$ cat src/event_router_defines.vh
`ifndef EVENT_ROUTER_DEFINES_VH
`define EVENT_ROUTER_DEFINES_VH

// Register offsets.
`define ADDR_ASYNC_CHANNEL_STROBE  8'h00
`define ADDR_SYNC_CHANNEL_STROBE   8'h01
`define ADDR_ASYNC_SOURCE_SELECT_0 8'h02
`define ADDR_ASYNC_SOURCE_SELECT_1 8'h03
`define ADDR_SYNC_SOURCE_SELECT_0  8'h0A
`define ADDR_ASYNC_USER_SELECT_0   8'h12
`define ADDR_ASYNC_USER_SELECT_1   8'h13
`define ADDR_ASYNC_USER_SELECT_2   8'h14
`define ADDR_ASYNC_USER_SELECT_3   8'h15
`define ADDR_ASYNC_USER_SELECT_4   8'h16
`define ADDR_ASYNC_USER_SELECT_5   8'h17
`define ADDR_ASYNC_USER_SELECT_6   8'h18
`define ADDR_ASYNC_USER_SELECT_7   8'h19
`define ADDR_ASYNC_USER_SELECT_8   8'h1A
`define ADDR_ASYNC_USER_SELECT_9   8'h1B
`define ADDR_ASYNC_USER_SELECT_10  8'h1C
`define ADDR_SYNC_USER_SELECT_0    8'h22
`define ADDR_SYNC_USER_SELECT_1    8'h23

// Reset value shared by every register.
`define REG_RESET                  8'h00

// Counts.
`define NUM_ASYNC_USERS            11
`define NUM_SYNC_USERS             2

// Asynchronous channel source codes.
`define ASRC_OFF                   8'h00
`define ASRC_LUT0                  8'h01
`define ASRC_LUT1                  8'h02
`define ASRC_COMPARATOR            8'h03
`define ASRC_COUNTER_OVF           8'h08
`define ASRC_COUNTER_CMP           8'h09
`define ASRC_PIN_FIRST             8'h0A
`define ASRC_PIN_LAST              8'h11
`define ASRC_DEBUG                 8'h12

// Synchronous channel source codes.
`define SSRC_OFF                   8'h00
`define SSRC_TIMER_B               8'h01
`define SSRC_TIMER_A_OVF_LUNF      8'h02
`define SSRC_TIMER_A_HUNF          8'h03
`define SSRC_TIMER_A_CMP_FIRST     8'h04
`define SSRC_TIMER_A_CMP_LAST      8'h06
`define SSRC_PORT_C_FIRST          8'h07
`define SSRC_PORT_C_LAST           8'h0C
`define SSRC_PORT_A_FIRST          8'h0D
`define SSRC_PORT_A_LAST           8'h14

// User multiplexer codes.
`define USEL_OFF                   8'h00
`define USEL_SYNC_0                8'h01
`define USEL_ASYNC_0               8'h03
`define USEL_ASYNC_1               8'h04

// Strobe bit positions.
`define STROBE_CH0                 0
`define STROBE_CH1                 1

`endif

$ cat src/async_source_mux.v
`timescale 1ns/1ps
`include "event_router_defines.vh"

module async_source_mux #(
  parameter HAS_DEBUG = 0
) (
  // Selection.
  input  wire [7:0] code_i,
  // Generators.
  input  wire       lut0_i,
  input  wire       lut1_i,
  input  wire       comparator_i,
  input  wire       counter_ovf_i,
  input  wire       counter_cmp_i,
  input  wire [7:0] pins_i,
  input  wire       debug_i,
  // Channel.
  output reg        event_o
);

  wire [7:0] pin_index;

  assign pin_index = code_i - `ASRC_PIN_FIRST;

  // Pure gates only, so the path keeps working with the clock stopped.
  always @* begin
    event_o = 1'b0;
    if (code_i == `ASRC_LUT0) begin
      event_o = lut0_i;
    end else if (code_i == `ASRC_LUT1) begin
      event_o = lut1_i;
    end else if (code_i == `ASRC_COMPARATOR) begin
      event_o = comparator_i;
    end else if (code_i == `ASRC_COUNTER_OVF) begin
      event_o = counter_ovf_i;
    end else if (code_i == `ASRC_COUNTER_CMP) begin
      event_o = counter_cmp_i;
    end else if (code_i >= `ASRC_PIN_FIRST && code_i <= `ASRC_PIN_LAST) begin
      event_o = pins_i[pin_index[2:0]];
    end else if (HAS_DEBUG != 0 && code_i == `ASRC_DEBUG) begin
      event_o = debug_i;
    end
  end

endmodule // async_source_mux

$ cat src/user_mux.v
`timescale 1ns/1ps
`include "event_router_defines.vh"

module user_mux #(
  parameter ASYNC_OK = 1
) (
  // Selection.
  input  wire [7:0] code_i,
  // Channels.
  input  wire       sync_ch0_i,
  input  wire       async_ch0_i,
  input  wire       async_ch1_i,
  // User event.
  output reg        event_o
);

  always @* begin
    event_o = 1'b0;
    if (code_i == `USEL_SYNC_0) begin
      event_o = sync_ch0_i;
    end else if (ASYNC_OK != 0 && code_i == `USEL_ASYNC_0) begin
      event_o = async_ch0_i;
    end else if (ASYNC_OK != 0 && code_i == `USEL_ASYNC_1) begin
      event_o = async_ch1_i;
    end
  end

endmodule // user_mux

$ cat src/event_router.v
// Behaviour
// - Writing a strobe register inverts each addressed channel for one clock cycle.
// - Async selectors decode off, lookups, comparator, counter events and port pins.
// - Async channel 0 also takes the debug event; other codes are reserved.
// - Sync channel 0 decodes timer events, port C and port A pins.
// - Eleven async-capable users: timer B, converter, lookups, reserved, pins.
// - Async-capable users decode off, sync channel 0, async channels 0 and 1.
// - Two sync-only users, timer A and serial port, decode off or sync 0.
// - Async routing works without clock; strobes need the clock running.
// - A channel event is a one-cycle pulse or a level, per generator.
//
// Added by the designer: the address-and-strobe port.
`timescale 1ns/1ps
`include "event_router_defines.vh"

module event_router (
  // Clock and reset.
  input  wire       ref_clk_i,
  input  wire       rst_n_i,
  // Register port.
  input  wire [7:0] addr_i,
  input  wire [7:0] wr_data_i,
  input  wire       wr_en_i,
  input  wire       rd_en_i,
  output reg  [7:0] rd_data_o,
  // Asynchronous generators.
  input  wire       logic_lookup_zero_out_i,
  input  wire       logic_lookup_one_out_i,
  input  wire       comparator_output_i,
  input  wire       counter_overflow_event_i,
  input  wire       counter_compare_event_i,
  input  wire [7:0] port_a_pin_i,
  input  wire [7:0] port_b_pin_i,
  input  wire       debug_interface_event_i,
  // Synchronous generators.
  input  wire       timer_b_event_i,
  input  wire       timer_a_overflow_low_underflow_i,
  input  wire       timer_a_high_underflow_i,
  input  wire [2:0] timer_a_compare_i,
  input  wire [5:0] port_c_pin_i,
  // Async-capable users.
  output wire       timer_b_user_o,
  output wire       converter_user_o,
  output wire [3:0] lookup_event_o,
  output wire [2:0] event_pin_output_o,
  // Sync-only users.
  output wire       timer_a_user_o,
  output wire       serial_user_o
);

  // Stored registers.
  reg  [7:0] async_channel_strobe;
  reg  [7:0] sync_channel_strobe;
  reg  [7:0] async_source_select_0;
  reg  [7:0] async_source_select_1;
  reg  [7:0] sync_source_select_0;
  reg  [7:0] async_user_select [0:`NUM_ASYNC_USERS-1];
  reg  [7:0] sync_user_select  [0:`NUM_SYNC_USERS-1];

  // One-cycle strobe pulses.
  reg  [7:0] async_pulse;
  reg  [7:0] sync_pulse;

  // Read path.
  reg  [7:0] next_rd_data;
  wire [7:0] user_index;

  // Channels.
  wire       async_raw_0;
  wire       async_raw_1;
  reg        sync_raw_0;
  wire       async_ch_0;
  wire       async_ch_1;
  wire       sync_ch_0;
  wire [7:0] sync_c_index;
  wire [7:0] sync_a_index;
  wire [7:0] sync_cmp_index;

  // User outputs.
  wire [`NUM_ASYNC_USERS-1:0] async_user_event;
  wire [`NUM_SYNC_USERS-1:0]  sync_user_event;

  wire       write_async_user;
  wire       write_sync_user;

  // Async user writes are decoded by distance from user 0, sync users by the
  // lowest offset bit, which keeps the per-user logic inside one loop.
  assign user_index       = addr_i - `ADDR_ASYNC_USER_SELECT_0;
  assign write_async_user = wr_en_i &&
                            addr_i >= `ADDR_ASYNC_USER_SELECT_0 &&
                            addr_i <= `ADDR_ASYNC_USER_SELECT_10;
  assign write_sync_user  = wr_en_i &&
                            (addr_i == `ADDR_SYNC_USER_SELECT_0 ||
                             addr_i == `ADDR_SYNC_USER_SELECT_1);

  // Channel and selector registers.
  // Strobe registers only keep the value for read-back; the pulse below acts.
  always @(posedge ref_clk_i or negedge rst_n_i) begin
    if (!rst_n_i) begin
      async_channel_strobe  <= `REG_RESET;
      sync_channel_strobe   <= `REG_RESET;
      async_source_select_0 <= `REG_RESET;
      async_source_select_1 <= `REG_RESET;
      sync_source_select_0  <= `REG_RESET;
    end else if (wr_en_i) begin
      case (addr_i)
        `ADDR_ASYNC_CHANNEL_STROBE: begin
          async_channel_strobe <= wr_data_i;
        end
        `ADDR_SYNC_CHANNEL_STROBE: begin
          sync_channel_strobe <= wr_data_i;
        end
        `ADDR_ASYNC_SOURCE_SELECT_0: begin
          async_source_select_0 <= wr_data_i;
        end
        `ADDR_ASYNC_SOURCE_SELECT_1: begin
          async_source_select_1 <= wr_data_i;
        end
        `ADDR_SYNC_SOURCE_SELECT_0: begin
          sync_source_select_0 <= wr_data_i;
        end
        default: begin
          async_channel_strobe <= async_channel_strobe;
        end
      endcase
    end
  end

  // The pulse lives for exactly the cycle after the write. Since it is
  // clocked, a halted peripheral clock can never launch one.
  always @(posedge ref_clk_i or negedge rst_n_i) begin
    if (!rst_n_i) begin
      async_pulse <= `REG_RESET;
      sync_pulse  <= `REG_RESET;
    end else begin
      async_pulse <= (wr_en_i && addr_i == `ADDR_ASYNC_CHANNEL_STROBE) ?
                     wr_data_i : `REG_RESET;
      sync_pulse  <= (wr_en_i && addr_i == `ADDR_SYNC_CHANNEL_STROBE) ?
                     wr_data_i : `REG_RESET;
    end
  end

  // User selector registers, one per multiplexer.
  // Users 6 and 7 are reserved: their selectors are stored and read back,
  // but their multiplexer outputs feed no port.
  genvar u;
  generate
    for (u = 0; u < `NUM_ASYNC_USERS; u = u + 1) begin : g_async_user
      always @(posedge ref_clk_i or negedge rst_n_i) begin
        if (!rst_n_i) begin
          async_user_select[u] <= `REG_RESET;
        end else if (write_async_user && user_index == u) begin
          async_user_select[u] <= wr_data_i;
        end
      end

      user_mux #(
        .ASYNC_OK (1)
      ) u_user_mux (
        .code_i      (async_user_select[u]),
        .sync_ch0_i  (sync_ch_0),
        .async_ch0_i (async_ch_0),
        .async_ch1_i (async_ch_1),
        .event_o     (async_user_event[u])
      );
    end

    for (u = 0; u < `NUM_SYNC_USERS; u = u + 1) begin : g_sync_user
      always @(posedge ref_clk_i or negedge rst_n_i) begin
        if (!rst_n_i) begin
          sync_user_select[u] <= `REG_RESET;
        end else if (write_sync_user && addr_i[0] == u) begin
          sync_user_select[u] <= wr_data_i;
        end
      end

      // Async channels are kept away from users that cannot synchronise them.
      user_mux #(
        .ASYNC_OK (0)
      ) u_user_mux (
        .code_i      (sync_user_select[u]),
        .sync_ch0_i  (sync_ch_0),
        .async_ch0_i (1'b0),
        .async_ch1_i (1'b0),
        .event_o     (sync_user_event[u])
      );
    end
  endgenerate

  // Read decode; unmapped offsets read as zero.
  always @* begin
    next_rd_data = `REG_RESET;
    case (addr_i)
      // Strobe registers read back the last value written.
      `ADDR_ASYNC_CHANNEL_STROBE: begin
        next_rd_data = async_channel_strobe;
      end
      `ADDR_SYNC_CHANNEL_STROBE: begin
        next_rd_data = sync_channel_strobe;
      end

      // Channel source selectors.
      `ADDR_ASYNC_SOURCE_SELECT_0: begin
        next_rd_data = async_source_select_0;
      end
      `ADDR_ASYNC_SOURCE_SELECT_1: begin
        next_rd_data = async_source_select_1;
      end
      `ADDR_SYNC_SOURCE_SELECT_0: begin
        next_rd_data = sync_source_select_0;
      end

      // Async-capable user selectors, reserved users included.
      `ADDR_ASYNC_USER_SELECT_0: begin
        next_rd_data = async_user_select[0];
      end
      `ADDR_ASYNC_USER_SELECT_1: begin
        next_rd_data = async_user_select[1];
      end
      `ADDR_ASYNC_USER_SELECT_2: begin
        next_rd_data = async_user_select[2];
      end
      `ADDR_ASYNC_USER_SELECT_3: begin
        next_rd_data = async_user_select[3];
      end
      `ADDR_ASYNC_USER_SELECT_4: begin
        next_rd_data = async_user_select[4];
      end
      `ADDR_ASYNC_USER_SELECT_5: begin
        next_rd_data = async_user_select[5];
      end
      `ADDR_ASYNC_USER_SELECT_6: begin
        next_rd_data = async_user_select[6];
      end
      `ADDR_ASYNC_USER_SELECT_7: begin
        next_rd_data = async_user_select[7];
      end
      `ADDR_ASYNC_USER_SELECT_8: begin
        next_rd_data = async_user_select[8];
      end
      `ADDR_ASYNC_USER_SELECT_9: begin
        next_rd_data = async_user_select[9];
      end
      `ADDR_ASYNC_USER_SELECT_10: begin
        next_rd_data = async_user_select[10];
      end

      // Sync-only user selectors.
      `ADDR_SYNC_USER_SELECT_0: begin
        next_rd_data = sync_user_select[0];
      end
      `ADDR_SYNC_USER_SELECT_1: begin
        next_rd_data = sync_user_select[1];
      end
      default: begin
        next_rd_data = `REG_RESET;
      end
    endcase
  end

  // Read data stand only in the cycle after the read strobe.
  always @(posedge ref_clk_i or negedge rst_n_i) begin
    if (!rst_n_i) begin
      rd_data_o <= `REG_RESET;
    end else if (rd_en_i) begin
      rd_data_o <= next_rd_data;
    end else begin
      rd_data_o <= `REG_RESET;
    end
  end

  // Asynchronous channel sources.
  // Channel 1 has no debug source, so its debug input is tied low.
  async_source_mux #(
    .HAS_DEBUG (1)
  ) u_async_src_0 (
    .code_i        (async_source_select_0),
    .lut0_i        (logic_lookup_zero_out_i),
    .lut1_i        (logic_lookup_one_out_i),
    .comparator_i  (comparator_output_i),
    .counter_ovf_i (counter_overflow_event_i),
    .counter_cmp_i (counter_compare_event_i),
    .pins_i        (port_a_pin_i),
    .debug_i       (debug_interface_event_i),
    .event_o       (async_raw_0)
  );

  async_source_mux #(
    .HAS_DEBUG (0)
  ) u_async_src_1 (
    .code_i        (async_source_select_1),
    .lut0_i        (logic_lookup_zero_out_i),
    .lut1_i        (logic_lookup_one_out_i),
    .comparator_i  (comparator_output_i),
    .counter_ovf_i (counter_overflow_event_i),
    .counter_cmp_i (counter_compare_event_i),
    .pins_i        (port_b_pin_i),
    .debug_i       (1'b0),
    .event_o       (async_raw_1)
  );

  // Synchronous channel source.
  // Compare channels and pins are indexed by the code's distance from the
  // first code of their range; only the low bits of each index are needed.
  assign sync_c_index   = sync_source_select_0 - `SSRC_PORT_C_FIRST;
  assign sync_a_index   = sync_source_select_0 - `SSRC_PORT_A_FIRST;
  assign sync_cmp_index = sync_source_select_0 - `SSRC_TIMER_A_CMP_FIRST;

  always @* begin
    sync_raw_0 = 1'b0;
    if (sync_source_select_0 == `SSRC_TIMER_B) begin
      sync_raw_0 = timer_b_event_i;
    end else if (sync_source_select_0 == `SSRC_TIMER_A_OVF_LUNF) begin
      sync_raw_0 = timer_a_overflow_low_underflow_i;
    end else if (sync_source_select_0 == `SSRC_TIMER_A_HUNF) begin
      sync_raw_0 = timer_a_high_underflow_i;
    end else if (sync_source_select_0 >= `SSRC_TIMER_A_CMP_FIRST &&
                 sync_source_select_0 <= `SSRC_TIMER_A_CMP_LAST) begin
      sync_raw_0 = timer_a_compare_i[sync_cmp_index[1:0]];
    end else if (sync_source_select_0 >= `SSRC_PORT_C_FIRST &&
                 sync_source_select_0 <= `SSRC_PORT_C_LAST) begin
      sync_raw_0 = port_c_pin_i[sync_c_index[2:0]];
    end else if (sync_source_select_0 >= `SSRC_PORT_A_FIRST &&
                 sync_source_select_0 <= `SSRC_PORT_A_LAST) begin
      sync_raw_0 = port_a_pin_i[sync_a_index[2:0]];
    end
  end

  // The strobe inverts whatever the channel carries, so a pulse or level from
  // the generator passes through unchanged outside the strobe cycle.
  assign async_ch_0 = async_raw_0 ^ async_pulse[`STROBE_CH0];
  assign async_ch_1 = async_raw_1 ^ async_pulse[`STROBE_CH1];
  assign sync_ch_0  = sync_raw_0  ^ sync_pulse[`STROBE_CH0];

  // Async user outputs are combinational so they route without a clock.
  assign timer_b_user_o     = async_user_event[0];
  assign converter_user_o   = async_user_event[1];
  assign lookup_event_o     = async_user_event[5:2];
  assign event_pin_output_o = async_user_event[10:8];
  assign timer_a_user_o     = sync_user_event[0];
  assign serial_user_o      = sync_user_event[1];

endmodule // event_router

$ cat config.mk
export PLATFORM = sky130hd
export DESIGN_NAME = event_router
export DESIGN_NICKNAME = d
export VERILOG_FILES = /design/src/async_source_mux.v /design/src/user_mux.v /design/src/event_router.v
export VERILOG_INCLUDE_DIRS = /design/src /design/src/src
export SDC_FILE = /design/constraint.sdc
export NUM_CORES = 1
export LEC_CHECK = 0
export BUFFER_PORTS_ARGS = -buffer_cell sky130_fd_sc_hd__buf_2
export CORE_ASPECT_RATIO = 0.8
export CORE_MARGIN = 5
export CORE_UTILIZATION = 55
export DETAILED_ROUTE_END_ITERATION = 8
export PLACE_DENSITY_LB_ADDON = 0.3
export RECOVER_POWER = 25
export SETUP_SLACK_MARGIN = 0.1
export SLEW_MARGIN = 20
export SYNTH_ARGS = -nofsm -noshare
export SYNTH_HDL_FRONTEND = slang
export SYNTH_SLANG_ARGS = --single-unit
$ cat constraint.sdc
create_clock -name ref_clk_i -period 9 [get_ports ref_clk_i]
set_clock_uncertainty 0.05 [all_clocks]
set_input_delay 0.45 -clock ref_clk_i [delete_from_list [all_inputs] [get_ports ref_clk_i]]
set_output_delay 0.45 -clock ref_clk_i [all_outputs]
set_load 0.005 [all_outputs]
==> qor.csv <==
metric;value;unit
cts_root_buf;clkbuf_16;
crit_chain;inv_1 -> ha_1 -> xnor2_1 -> mux2i_1 -> a22oi_1 -> and4_1 -> nor3_1 -> nor4b_1 -> nor4_1 -> buf_2;
drt_wl_total;25.3;mm
cp_max_fo;13;
rsz0062_at_grt;no;
grt_pass1_wl;39.1;mm
vias_per_cell;6.64;
die_y;121;microns
postSynthRegisterBits;155;
synth_top_area_frac;0.454;
cts_made_buffers;17;
max-cap-violations;1;
power.density;168;nW/um^2
final_cells;1031;
regToRegStartpoint;async_source_select_1[5]$_DFFE_PN0P_;
synth_top_cells_by_area;dfrtp_1 45%, mux2_2 19%, mux2i_1 4.2%;
ys.flop_type;dfrtp_1;
nets;870;
start_util;0.565;
multi_input_area;4450;sq um
whs;0.375;ns
cpPeakStageDelay;0.90;ns
fin_setup_tns;0;ns
dieWidth;149;microns
cp-end-kind;output pin;
crit_type;reg -> out;
grt_usage;0.285;
final_common_cell;dfrtp_1;
post_cts_resized;0;
drive_gt1_frac;0.323;
final_max_slew_viol_count;82;
status;finished with violations;
grt.overflow.total;0;
dp.cells;998;
setup.worst_path.start;sync_source_select_0[0]$_DFFE_PN0P_;
io_buffers;72;
syn_area;8540;sq um
synth_edf_count;0;
dp_slack;4.90;ns
core;15100;sq um
synth_fp_nets;814;
cp_slowest_cell;nor3_1;
power.total;1.61;mW
synth_area_leader_cell;dfrtp_1;
grt_pass1_vias;6877;
dieArea;18100;sq um
drtIter0Drc;856;
hold_path_class;in -> reg;
syn_inst;751;
fill_cells;1223;
hold_buffers;0;
required;8.50;ns
clockBufferDepth;2;
cts_tree;built;
cp-start-kind;flop;
yosysSeqAreaShare;0.454;
final_cell_mix;155 x dfrtp_1, 141 x mux2_2, 71 x buf_2, 44 x nor2_1, 42 x nand2_1;
hold_viol;0;
place.gp.congestion;0.986;
htreeDepth;4;
crit_arrival;4.11;ns
io_pins;73;
clock_latency;0.43;ns
min_from;wr_en_i;
wl_per_cell;24.6;microns
grt_max_degree;82;
violations;max-capacitance violations, max-slew violations;
ant_nets;0;
yosys_warnings;0;
design_area;9620;sq um
drcViolationCount;0;
fin_util;0.636;
worstMarginPinSlew;4.28;ns
async_reset_ff_frac;1.00;
place_area;9000;sq um
area_delta_synth_final;12.6;%
fin_ws;4.39;ns
fmax;217;MHz
max_slew_margin;-1.85;
final.period_utilization;0.513;
ys_types;68;
clk_pin_slew;0.06;ns
num_rows;40;
route.vias.total;6841;
first_pass_iters;7;
cts_setup_buffers;0;
p_leak;4.44;nW
post-route-min-period;4.61;ns
avgSynthCellArea;11.4;sq um
clock_sinks;155;
vdd_ir_drop_max;0.132;mV
hpwlAfterDp;18.0;mm
antenna_found_initial;1;
finalSetupViolCount;0;
register_area;3880;sq um
-- area by class of cell --
type                            instances  share of cell area
Antenna cell                            1            0.000260
Clock buffer                           22              0.0483
Clock inverter                         10              0.0147
Inverter                               11             0.00429
Multi-Input combinational cell        548               0.463
Sequential cell                       155               0.403
Tap cell                              210              0.0273
Timing Repair Buffer                   74              0.0389
-- layer usage --
| metal | routed length, microns | vias up | part of all wire | track usage |
|---|---|---|---|---|
| met5 | 20 | - | 0.00079 | 0 |
| met4 | 767 | 2 | 0.030 | 0.0943 |
| met3 | 3160 | 74 | 0.12 | 0.121 |
| met2 | 11000 | 398 | 0.43 | 0.415 |
| met1 | 10400 | 3405 | 0.41 | 0.383 |
| li1 | - | 2962 | - | - |
-- critical path, delay by kind of cell, from the launching register on --
family	cells	cell delay, ns
DFF	1	0.61
adders and majority gates	1	0.27
and+or+nand+nor	4	1.61
muxes	1	0.25
AOI/OAI and AO/OA	1	0.10
buffers and inverters	2	0.40
xor gates and xnor gates	1	0.42
-- sequential cells by signal, summed over array words and instances (netlist names) --
| register | flops |
|---|---|
| sync_source_select_0 | 8 |
| async_user_select | 88 |
| sync_pulse | 1 |
| async_source_select_1 | 8 |
| rd_data_o | 8 |
| async_channel_strobe | 8 |
| async_source_select_0 | 8 |
| sync_user_select | 16 |
| sync_channel_strobe | 8 |
| async_pulse | 2 |
-- path summary, 6_finish.rpt --
path	endpoint	slack, ns	cells after the start
setup reg to reg	rd_data_o[5]$_DFF_PN0_	7.17	5
min in group asynchronous	sync_channel_strobe[4]$_DFFE_PN0P_	1.48	1
setup / recovery	converter_user_o	4.39	10
hold reg to reg	async_channel_strobe[1]$_DFFE_PN0P_	0.43	1
hold / removal	async_pulse[1]$_DFF_PN0_	0.38	2
max in group asynchronous	async_user_select[19]$_DFFE_PN0P_	4.72	2
-- where the power goes --
part           switching, mW  leakage [nW]  internal, mW
logic                 0.0869          2.00        0.0531
clock network          0.287         0.290         0.451
registers             0.0211          2.15         0.713
total                  0.395          4.44          1.22
-- cell usage after synthesis, types with 9 or more instances --
cell      count
dfrtp_1     155
mux2_2      141
nor2_1       44
nand2_1      42
mux2i_1      36
a21oi_1      20
clkbuf_1     20
a22oi_1      19
o21ai_0      17
nand2b_1     15
nor2b_1      15
nor4b_1      13
and3_1       12
nor3_1       12
a221oi_1     11
inv_1        11
a31oi_1      10
ha_1          9
or3_1         9
-- cell families after synthesis --
group,after synthesis,share of synthesized area
DFF,155,0.454
adders and majority gates,9,0.0132
buffers and inverters,48,0.0264
muxes,180,0.236
xor gates and xnor gates,4,0.00410
and+or+nand+nor,222,0.153
AOI/OAI and AO/OA,133,0.113
Power figures use the tool's default switching activity.
